[src/sbsc_defines.vh]
// Shared widths, encodings and reset values for the burst SRAM cycle control.
`ifndef SBSC_DEFINES_VH
`define SBSC_DEFINES_VH

// ==========================================================================
// Widths
`define SBSC_ADDR_W      20
`define SBSC_LANES       4
`define SBSC_LANE_W      9
`define SBSC_DATA_W      36
`define SBSC_BURST_W     2

// ==========================================================================
// Cycle states, one-hot
`define SBSC_ST_W        4
`define SBSC_ST_IDLE     4'h1
`define SBSC_ST_READ     4'h2
`define SBSC_ST_WRITE    4'h4
`define SBSC_ST_SLEEP    4'h8

// ==========================================================================
// Constants
`define SBSC_LANES_NONE  4'h0
`define SBSC_LANES_ALL   4'hF
`define SBSC_ADDR_ZERO   20'h0_0000
`define SBSC_DATA_ZERO   36'h0_0000_0000
`define SBSC_BURST_ZERO  2'h0
`define SBSC_BURST_ONE   2'h1

`endif

[src/sbsc_cycle_ctrl.v]
// Cycle decoder, burst counter and data pin control of a pipelined burst SRAM.
//
// How it works
// - Primary select high with controller strobe, or bad expansion selects, is deselect.
// - Sleep request high tristates all data pins at once, whatever else happens.
// - All selects on and processor strobe low begins a read burst, write ignored.
// - Selects on, controller strobe low, write strobe low begins a write burst.
// - Selects on, controller strobe low, write strobe high begins a read burst.
// - No strobe, advance low, write high reads the next burst address.
// - No strobe, advance low, write low writes the next burst address.
// - No strobe, advance high, write high rereads the current address.
// - No strobe, advance high, write low writes the current address again.
// - Write strobe is low on global write, or gate low with any lane low.
// - Output enable is never sampled and is masked during every write.
// - Reads drive all data bits while output enable is low, else tristate.
// - Writes happen only after a processor start, or on a controller start.
// - Gate low writes exactly the lanes whose select is low, with parity.
// - Low two address bits load a wrapping counter that steps on advance.
// - Burst order input low gives linear order, high gives interleaved.
// - Controller strobe is ignored while the processor strobe and primary select are low.
// - Sleep is entered three cycles after the request rises, left three after it falls.
`timescale 1ns/1ns
`include "sbsc_defines.vh"

module sbsc_cycle_ctrl (
  // Clock and reset
  input  wire                         clock,
  input  wire                         rstn,
  // Selects and strobes
  input  wire                         chip_select_primary_n,
  input  wire                         chip_select_expand_hi,
  input  wire                         chip_select_expand_n,
  input  wire                         proc_addr_strobe_n,
  input  wire                         ctrl_addr_strobe_n,
  input  wire                         burst_advance_n,
  // Write controls
  input  wire                         global_write_n,
  input  wire                         byte_write_gate_n,
  input  wire [`SBSC_LANES-1:0]       lane_write_select_n,
  // Asynchronous controls and burst order
  input  wire                         output_enable_n,
  input  wire                         sleep_request,
  input  wire                         burst_order,
  // Address
  input  wire [`SBSC_ADDR_W-1:0]      addr,
  // Data pins, lanes of eight data bits and one parity bit
  input  wire [`SBSC_DATA_W-1:0]      dq_in,
  output reg  [`SBSC_DATA_W-1:0]      dq_out,
  output wire [`SBSC_DATA_W-1:0]      dq_oe,
  // Memory core side
  output reg  [`SBSC_ADDR_W-1:0]      core_addr,
  output reg                          core_rd,
  output reg  [`SBSC_LANES-1:0]       core_wr_lane,
  output reg  [`SBSC_DATA_W-1:0]      core_wdata,
  input  wire [`SBSC_DATA_W-1:0]      core_rdata,
  // Status
  output reg                          asleep
);

  // ==========================================================================
  // Burst address order
  function [`SBSC_BURST_W-1:0] burst_low;
    input [`SBSC_BURST_W-1:0] start;
    input [`SBSC_BURST_W-1:0] step;
    input                     interleaved;
    begin
      if (interleaved) begin
        burst_low = start ^ step;
      end else begin
        burst_low = start + step;
      end
    end
  endfunction

  // ==========================================================================
  // Chip selects, all three active
  function selects_active;
    input primary_n;
    input expand_hi;
    input expand_n;
    begin
      selects_active = ~primary_n & expand_hi & ~expand_n;
    end
  endfunction

  // ==========================================================================
  // Write strobe, active when any lane is to be written
  function write_strobe_low;
    input                   global_n;
    input                   gate_n;
    input [`SBSC_LANES-1:0] lanes_n;
    begin
      write_strobe_low = ~global_n | (~gate_n & ~(&lanes_n));
    end
  endfunction

  // ==========================================================================
  // Lane write enables
  function [`SBSC_LANES-1:0] lanes_written;
    input                   global_n;
    input                   gate_n;
    input [`SBSC_LANES-1:0] lanes_n;
    begin
      if (!global_n) begin
        lanes_written = `SBSC_LANES_ALL;
      end else if (!gate_n) begin
        lanes_written = ~lanes_n;
      end else begin
        lanes_written = `SBSC_LANES_NONE;
      end
    end
  endfunction

  // ==========================================================================
  // State
  reg  [`SBSC_ST_W-1:0]    state_reg;
  reg  [`SBSC_ST_W-1:0]    state_next;
  reg                      burst_valid_reg;
  reg                      burst_valid_next;
  reg  [`SBSC_ADDR_W-1:0]  base_reg;
  reg  [`SBSC_ADDR_W-1:0]  base_next;
  reg  [`SBSC_BURST_W-1:0] step_reg;
  reg  [`SBSC_BURST_W-1:0] step_next;
  reg                      sleep_meta_reg;
  reg                      sleep_sync_reg;
  reg                      drive_reg;
  reg                      drive_next;
  reg                      asleep_next;
  reg  [`SBSC_LANES-1:0]   lanes_next;
  reg                      rd_next;
  reg  [`SBSC_ADDR_W-1:0]  addr_next;

  wire selects_on;
  wire proc_start;
  wire write_strobe_n;
  wire [`SBSC_LANES-1:0] lane_mask;
  wire [`SBSC_BURST_W-1:0] step_adv;

  // Any one select off turns a start into a deselect.
  assign selects_on = selects_active(chip_select_primary_n, chip_select_expand_hi,
                                     chip_select_expand_n);

  // The processor strobe only counts while the primary select is low.
  assign proc_start = ~proc_addr_strobe_n & ~chip_select_primary_n;

  assign write_strobe_n = ~write_strobe_low(global_write_n, byte_write_gate_n,
                                            lane_write_select_n);

  assign lane_mask = lanes_written(global_write_n, byte_write_gate_n,
                                   lane_write_select_n);

  assign step_adv = step_reg + `SBSC_BURST_ONE;

  // Both enables act without the clock, so a late change of either still
  // tristates the pins at once; only the read state itself is registered.
  assign dq_oe = {`SBSC_DATA_W{drive_reg & ~output_enable_n & ~sleep_request}};

  // ==========================================================================
  // Cycle decode
  always @* begin
    state_next       = `SBSC_ST_IDLE;
    burst_valid_next = burst_valid_reg;
    base_next        = base_reg;
    step_next        = step_reg;
    lanes_next       = `SBSC_LANES_NONE;
    rd_next          = 1'b0;
    addr_next        = core_addr;
    if (sleep_sync_reg) begin
      // Accesses caught by sleep are dropped and the burst is forgotten.
      state_next       = `SBSC_ST_SLEEP;
      burst_valid_next = 1'b0;
    end else if (proc_start) begin
      // A processor start reads when all selects are on; the controller strobe is dropped.
      if (selects_on) begin
        state_next       = `SBSC_ST_READ;
        burst_valid_next = 1'b1;
        base_next        = addr;
        step_next        = `SBSC_BURST_ZERO;
        rd_next          = 1'b1;
        addr_next        = addr;
      end else begin
        burst_valid_next = 1'b0;
      end
    end else if (~ctrl_addr_strobe_n) begin
      if (selects_on) begin
        burst_valid_next = 1'b1;
        base_next        = addr;
        step_next        = `SBSC_BURST_ZERO;
        addr_next        = addr;
        if (~write_strobe_n) begin
          state_next = `SBSC_ST_WRITE;
          lanes_next = lane_mask;
        end else begin
          state_next = `SBSC_ST_READ;
          rd_next    = 1'b1;
        end
      end else begin
        burst_valid_next = 1'b0;
      end
    end else if (burst_valid_reg) begin
      // Continue and suspend need a live burst; without one the edge is idle.
      // The counter wraps inside four words and never carries into the base.
      if (~burst_advance_n) begin
        step_next = step_adv;
      end
      addr_next = {base_reg[`SBSC_ADDR_W-1:`SBSC_BURST_W],
                   burst_low(base_reg[`SBSC_BURST_W-1:0], step_next, burst_order)};
      if (~write_strobe_n) begin
        state_next = `SBSC_ST_WRITE;
        lanes_next = lane_mask;
      end else begin
        state_next = `SBSC_ST_READ;
        rd_next    = 1'b1;
      end
    end
  end

  // ==========================================================================
  // Data pin drive and sleep status
  // A read keeps the pins for one cycle after it; a write decoded at the
  // same edge masks them, so a late output enable cannot fight the data.
  always @* begin
    drive_next  = 1'b0;
    asleep_next = sleep_sync_reg;
    case (state_reg)
      `SBSC_ST_READ: begin
        drive_next = (state_next != `SBSC_ST_WRITE);
      end
      `SBSC_ST_WRITE: begin
        drive_next = 1'b0;
      end
      `SBSC_ST_SLEEP: begin
        drive_next = 1'b0;
      end
      default: begin
        drive_next = 1'b0;
      end
    endcase
  end

  // ==========================================================================
  // Sleep synchroniser
  // Only the second flop is read, since the first may still be settling.
  always @(posedge clock or negedge rstn) begin
    if (!rstn) begin
      sleep_meta_reg <= 1'b0;
      sleep_sync_reg <= 1'b0;
    end else begin
      sleep_meta_reg <= sleep_request;
      sleep_sync_reg <= sleep_meta_reg;
    end
  end

  // ==========================================================================
  // Burst registers
  always @(posedge clock or negedge rstn) begin
    if (!rstn) begin
      state_reg       <= `SBSC_ST_IDLE;
      burst_valid_reg <= 1'b0;
      base_reg        <= `SBSC_ADDR_ZERO;
      step_reg        <= `SBSC_BURST_ZERO;
    end else begin
      state_reg       <= state_next;
      burst_valid_reg <= burst_valid_next;
      base_reg        <= base_next;
      step_reg        <= step_next;
    end
  end

  // ==========================================================================
  // Memory core side
  always @(posedge clock or negedge rstn) begin
    if (!rstn) begin
      core_addr    <= `SBSC_ADDR_ZERO;
      core_rd      <= 1'b0;
      core_wr_lane <= `SBSC_LANES_NONE;
      core_wdata   <= `SBSC_DATA_ZERO;
    end else begin
      core_addr    <= addr_next;
      core_rd      <= rd_next;
      core_wr_lane <= lanes_next;
      core_wdata   <= dq_in;
    end
  end

  // ==========================================================================
  // Data pins and status
  always @(posedge clock or negedge rstn) begin
    if (!rstn) begin
      dq_out    <= `SBSC_DATA_ZERO;
      drive_reg <= 1'b0;
      asleep    <= 1'b0;
    end else begin
      // The core answers in the cycle of its read, so the pins follow one
      // cycle later and a write cycle never turns the pins around.
      dq_out    <= core_rdata;
      drive_reg <= drive_next;
      asleep    <= asleep_next;
    end
  end

endmodule // sbsc_cycle_ctrl

[config.mk]
export PLATFORM = sky130hd
export DESIGN_NAME = sbsc_cycle_ctrl
export DESIGN_NICKNAME = d
export VERILOG_FILES = /design/src/sbsc_cycle_ctrl.v
export VERILOG_INCLUDE_DIRS = /design/src
export SDC_FILE = /design/constraint.sdc
export NUM_CORES = 1
export LEC_CHECK = 0
export BUFFER_PORTS_ARGS = -buffer_cell sky130_fd_sc_hd__buf_2
export CELL_PAD_IN_SITES_DETAIL_PLACEMENT = 1
export CELL_PAD_IN_SITES_GLOBAL_PLACEMENT = 1
export CORE_MARGIN = 5
export CORE_UTILIZATION = 30
export CTS_CLUSTER_DIAMETER = 80
export DETAILED_ROUTE_END_ITERATION = 10
export PLACE_DENSITY_LB_ADDON = 0.1
export SLEW_MARGIN = 5
export SYNTH_ARGS = -nofsm -noshare
export SYNTH_HDL_FRONTEND = slang
export SYNTH_SLANG_ARGS = --single-unit
export TNS_END_PERCENT = 50
[constraint.sdc]
create_clock -name clock -period 3.9 [get_ports clock]
set_clock_uncertainty 0.05 [all_clocks]
set_input_delay 0.78 -clock clock [delete_from_list [all_inputs] [get_ports clock]]
set_output_delay 0.78 -clock clock [all_outputs]
set_load 0.02 [all_outputs]
# Word-level counts from Yosys, hierarchy flattened

Index checks and enable logic that the tools add are counted.
Widths: inputs -> output; s select.

Bits in registers: 128
Input bits: 109
Word-level logic and storage cells: 84

Add/sub/neg operators: 2
Equality and inequality tests: 5
Mux-type cells: 43
Bitwise gates (word level): 18
Reductions and logical operators: 3

Operators by type and width:

| operator            | number |
|---|---|
| $mux 20             | 7 |
| $mux 4              | 12 |
| $mux 2              | 11 |
| $mux 1              | 11 |
| $not 1->1           | 9 |
| $and 1x1->1         | 6 |
| $mux 3              | 2 |
| $ne 3x1->1 const B  | 2 |
| $eq 4x2->1 const B  | 1 |
| $ne 4x3->1 const B  | 1 |
| $not 4->4           | 1 |
| $reduce_and 2->1    | 2 |
| $reduce_and 4->1    | 1 |
| $add 2x1->2 const B | 1 |
| $add 2x2->2         | 1 |
| $ne 2x1->1 const B  | 1 |
| $xor 2x2->2         | 1 |
| $or 1x1->1          | 1 |

# Depth between registers and ports, before layout

Depth in word-level cells: 11
Depth in mapped cells: 6
Mapped depth without buffers: 5

# Worst setup path after synthesis

No wires, ideal clock.

Path type: input-to-output
Start point: in output_enable_n
End point: out dq_oe[10]
Arrival time: 3595 ps
Data required time: 3070 ps
Setup slack: -525 ps
Stages: 2
Cells stage by stage: nor3b_1 -> buf_4

Cells in the longest elaborated chain, start to end: 3

Ends and longest elaborated chain:

| item                     | RTL line              | text |
|---|---|---|
| from (decl)              | sbsc_cycle_ctrl.v:41  | `input wire output_enable_n,` |
| $not 1->1                | sbsc_cycle_ctrl.v:156 | `` assign dq_oe = {`SBSC_DATA_W{drive_reg & ~output_enable_n & ~sleep_request}}; `` |
| $and 1x1->1 (2 in a row) | sbsc_cycle_ctrl.v:156 |  |
| to (decl)                | sbsc_cycle_ctrl.v:49  | `` output wire [`SBSC_DATA_W-1:0] dq_oe, `` |

Every way passes these cells.

# Worst setup path after layout

Start point: in output_enable_n
End point: out dq_oe[32]

The elaborated chain is that of the path after synthesis.

==> impl_metrics.prom <==
# TYPE chip_impl_metric gauge
chip_impl_info{name="run_status",value="complete, no violations"} 1
chip_impl_metric{name="initial_core_util",unit="%"} 30.9
chip_impl_metric{name="internal_power",unit="µW"} 2530
chip_impl_metric{name="layout_overhead_on_the_synthesized_area",unit="%"} 40.5
chip_impl_info{name="rsz_0062_raised_after_global_routing",value="no"} 1
chip_impl_info{name="min_delay_worst_endpoint",value="asleep_next"} 1
chip_impl_metric{name="chipWidth",unit="µm"} 130
chip_impl_metric{name="grt_util_all_layers",unit="%"} 14.9
chip_impl_metric{name="io_pins",unit=""} 243
chip_impl_metric{name="antenna_found_initial",unit=""} 1
chip_impl_metric{name="drtPass1Iterations",unit=""} 4
chip_impl_info{name="mostFrequentLayoutCells",value="buf_2 (241), dfrtp_1 (126), inv_1 (21), a21oi_1 (21), o22ai_1 (19)"} 1
chip_impl_metric{name="final_core_util",unit="%"} 43.3
chip_impl_metric{name="hold_violations",unit=""} 0
chip_impl_metric{name="finalCriticalPeriod",unit="ns"} 2.36
chip_impl_metric{name="worst_hold_slack",unit="ns"} 0.302
chip_impl_metric{name="synth_seq_cells",unit=""} 127
chip_impl_metric{name="dieArea",unit="µm²"} 16900
chip_impl_metric{name="finish.cell_count_without_fillers",unit=""} 710
chip_impl_metric{name="met3_usage",unit="%"} 5.32
chip_impl_metric{name="syn-mean-instance-area",unit="µm²"} 14.6
chip_impl_metric{name="cts-root-to-sink-buffers",unit=""} 2
chip_impl_metric{name="tns",unit="ns"} 0
chip_impl_metric{name="grt_pass1_vias",unit=""} 3377
chip_impl_metric{name="netSwitchingPower",unit="µW"} 926
chip_impl_metric{name="synthDistinctLibCells",unit=""} 33
chip_impl_metric{name="grt_max_degree",unit=""} 72
chip_impl_metric{name="global_route_wire_length_before_repair",unit="mm"} 18.4
chip_impl_metric{name="global_route.usage.met1",unit="%"} 16.3
chip_impl_metric{name="wire_per_inst",unit="µm"} 16.9
chip_impl_metric{name="core_region_area",unit="µm²"} 14000
chip_impl_info{name="critical_path_class",value="in2out"} 1
chip_impl_metric{name="h-tree-depth",unit=""} 4
chip_impl_metric{name="post-cts-setup-buffer-count",unit=""} 0
chip_impl_metric{name="detailedRoute.firstIterationViolations",unit=""} 115
chip_impl_info{name="start_kind",value="primary input"} 1
chip_impl_metric{name="vias_per_cell",unit=""} 4.28
chip_impl_metric{name="cts.clk_slew.worst_paths",unit="ns"} 0.06
chip_impl_info{name="crit-reg2reg-launch",value="asleep_next"} 1
chip_impl_metric{name="cts_hold_repair.buffers",unit=""} 0
chip_impl_metric{name="clkLatencyLatePin",unit="ns"} 0.42
chip_impl_metric{name="fmax",unit="MHz"} 425
chip_impl_metric{name="cells_after_synth",unit=""} 295
chip_impl_metric{name="worst-r2r-setup-slack",unit="ns"} 2.13
chip_impl_metric{name="placement_rows",unit=""} 43
chip_impl_info{name="clock_tree_from_tritoncts",value="yes"} 1
chip_impl_info{name="global_route.peak_usage_layer",value="met2"} 1
chip_impl_metric{name="post-route-period-util",unit="%"} 60.4
chip_impl_metric{name="netlist_area",unit="µm²"} 4320
chip_impl_metric{name="io_buffer_count",unit=""} 242
chip_impl_metric{name="cts_num_sinks",unit=""} 127
chip_impl_metric{name="grt_overflow",unit=""} 0
chip_impl_metric{name="synth.yosys.warnings",unit=""} 0
chip_impl_metric{name="die_height",unit="µm"} 130
chip_impl_metric{name="sequentialPowerShare",unit="%"} 44.2
chip_impl_metric{name="number_of_buffers_created_by_cts",unit=""} 17
chip_impl_metric{name="cellPowerDensity",unit="nW/µm²"} 571
chip_impl_info{name="root_buffer",value="clkbuf_16"} 1
chip_impl_metric{name="drive_above_1_share",unit="%"} 55.8
chip_impl_metric{name="postRouteWirelength",unit="mm"} 12.0
chip_impl_metric{name="finalNetCount",unit=""} 626
chip_impl_metric{name="place.detailed.hpwl",unit="mm"} 8.90
chip_impl_metric{name="worst_ir_drop_on_vdd",unit="mV"} 0.261
chip_impl_metric{name="timing.reg2reg.worst_path_depth",unit=""} 5
chip_impl_metric{name="met2_usage",unit="%"} 25.5
chip_impl_info{name="most_common_cell_after_layout_fill_and_taps_aside",value="buf_2"} 1
chip_impl_metric{name="crit_arrival",unit="ns"} 1.53
chip_impl_metric{name="num_vias",unit=""} 3042
chip_impl_info{name="reg2reg_capture_point",value="core_addr[1]"} 1
chip_impl_metric{name="setup_violation_total_in_the_final_timing_report",unit=""} 0
chip_impl_metric{name="switching_part_of_the_total",unit="%"} 26.8
chip_impl_metric{name="synth_fp_nets",unit=""} 405
chip_impl_metric{name="maxSlewHeadroom",unit="%"} 38.2
chip_impl_metric{name="share_comb_of_total_power",unit="%"} 12.9
chip_impl_metric{name="filler_cells_inserted",unit=""} 1546
chip_impl_metric{name="min_delay_path_depth",unit=""} 0
chip_impl_metric{name="placed_cells",unit=""} 677
chip_impl_metric{name="routabilityCongestion",unit=""} 0.680
chip_impl_metric{name="critical_path.max_fanout",unit=""} 36
chip_impl_metric{name="detail-route-antenna-nets",unit=""} 0
chip_impl_metric{name="drc",unit=""} 0
chip_impl_info{name="crit_path_end_kind",value="output pin"} 1
chip_impl_metric{name="maxCapViolCount",unit=""} 0
chip_impl_metric{name="leakage_power",unit="µW"} 0.00319
chip_impl_metric{name="yosysSeqAreaShare",unit="%"} 73.7
chip_impl_info{name="launching_instance_or_port_of_the_critical_path",value="output_enable_n"} 1
chip_impl_metric{name="cts_resized",unit=""} 0
chip_impl_info{name="hold_start",value="sleep_meta_reg"} 1
chip_impl_metric{name="clock_power_share",unit="%"} 43.0
chip_impl_metric{name="stdcell_area",unit="µm²"} 6060
chip_impl_info{name="largestRegisters",value="core_wdata (36), dq_out (36)"} 1
chip_impl_metric{name="worst-endpoint-required",unit="ns"} 3.07
chip_impl_metric{name="worstMarginPinSlew",unit="ns"} 0.927
chip_impl_metric{name="placed_area",unit="µm²"} 5500
chip_impl_info{name="worstHoldPathType",value="reg2reg"} 1
chip_impl_metric{name="max_slew_violations",unit=""} 0
[cells by family (layout without fill, tap and decap cells)]
group                    Yosys count  after routing  share of synthesized area, %
multiplexers                      20             20                          5.22
adder cells (fa/ha/maj)            1              1                         0.290
AO/OA/AOI/OAI                     54             54                          7.57
flip-flops                       127            127                          73.7
buffers and inverters             65            299                          8.93
XOR/XNOR                           4              4                         0.812
other                              0              1                             0
AND/OR/NAND/NOR                   24             24                          3.54
[how the worst max path moves through the flow]
| stage | to | slack, ns |
|---|---|---|
| floorplan | dq_oe[10] | 0.66 |
| global placement | core_addr[7] | 1.49 |
| detailed placement | core_addr[11] | 1.50 |
| CTS | dq_oe[10] | 1.54 |
| global route | dq_oe[28] | 1.42 |
| finish | dq_oe[32] | 1.54 |
[synthesized netlist by cell type]
master / number / share of area, %
o31a_1: 1 / 0.20
a2bb2oi_1: 1 / 0.20
a21oi_1: 21 / 2.4
nor3_2: 1 / 0.23
ha_1: 1 / 0.29
nand2_1: 1 / 0.087
nor2_1: 4 / 0.35
dfrtp_1: 126 / 73
and3b_1: 2 / 0.41
nand2b_1: 4 / 0.58
or3b_4: 1 / 0.26
nor3_1: 1 / 0.12
mux2_1: 10 / 2.6
clkbuf_1: 1 / 0.087
a41oi_1: 1 / 0.20
dfstp_2: 1 / 0.61
o22ai_1: 19 / 2.8
or2_1: 1 / 0.15
nor4_1: 1 / 0.15
o221a_2: 1 / 0.26
nor3b_1: 2 / 0.35
inv_1: 21 / 1.8
buf_4: 35 / 6.1
mux2_2: 10 / 2.6
and2_1: 4 / 0.58
o211ai_2: 1 / 0.29
nor2b_1: 1 / 0.15
xnor2_1: 3 / 0.61
o21ai_0: 6 / 0.70
o31ai_1: 3 / 0.52
buf_2: 8 / 0.93
nor2_2: 1 / 0.15
xor2_1: 1 / 0.20
[routing by layer]
layer  share of wire (%)  up-vias
li1                    -     1394
met1                  38     1486
met2                  53      141
met3                 7.5       21
met4                 2.4        0
met5                   0        -
[power groups by stage]
| stage | clock (µW) | sequential (µW) | combinational, µW |
|---|---|---|---|
| 6_report | 1490 | 1530 | 445 |
| 4_1_cts | 1530 | 1530 | 457 |
| 2_1_floorplan | 0 | 1660 | 119 |
| 3_5_place_dp | 0 | 1550 | 454 |
| 3_3_place_gp | 0 | 1550 | 446 |
| 5_1_grt | 1600 | 1540 | 489 |
[worst max-delay path, cell delays in order]
cell,delay [ns]
buf_2,0.10
nor3b_2,0.16
buf_4,0.27
buf_2,0.21
[area by class of cell]
type	instances	area (µm²)	share of cell area (%)
clock buffer	19	443	7.30
sequential	127	3180	52.4
tap	180	225	3.71
clock inverter	13	115	1.90
inverter	21	78.8	1.30
antenna	1	2.50	0.0413
multi-input combinational	103	763	12.6
timing repair buffer	246	1260	20.7
[per-stage QoR]
stage / total power (µW) / setup slack, ns
final: 3460 / 1.54
after global routing: 3640 / 1.42
after CTS: 3520 / 1.54
after detailed placement: 2010 / 1.50
after global placement: 1990 / 1.49
after floorplan: 1780 / 0.657
No activity file was read; power rests on OpenSTA's default activity.
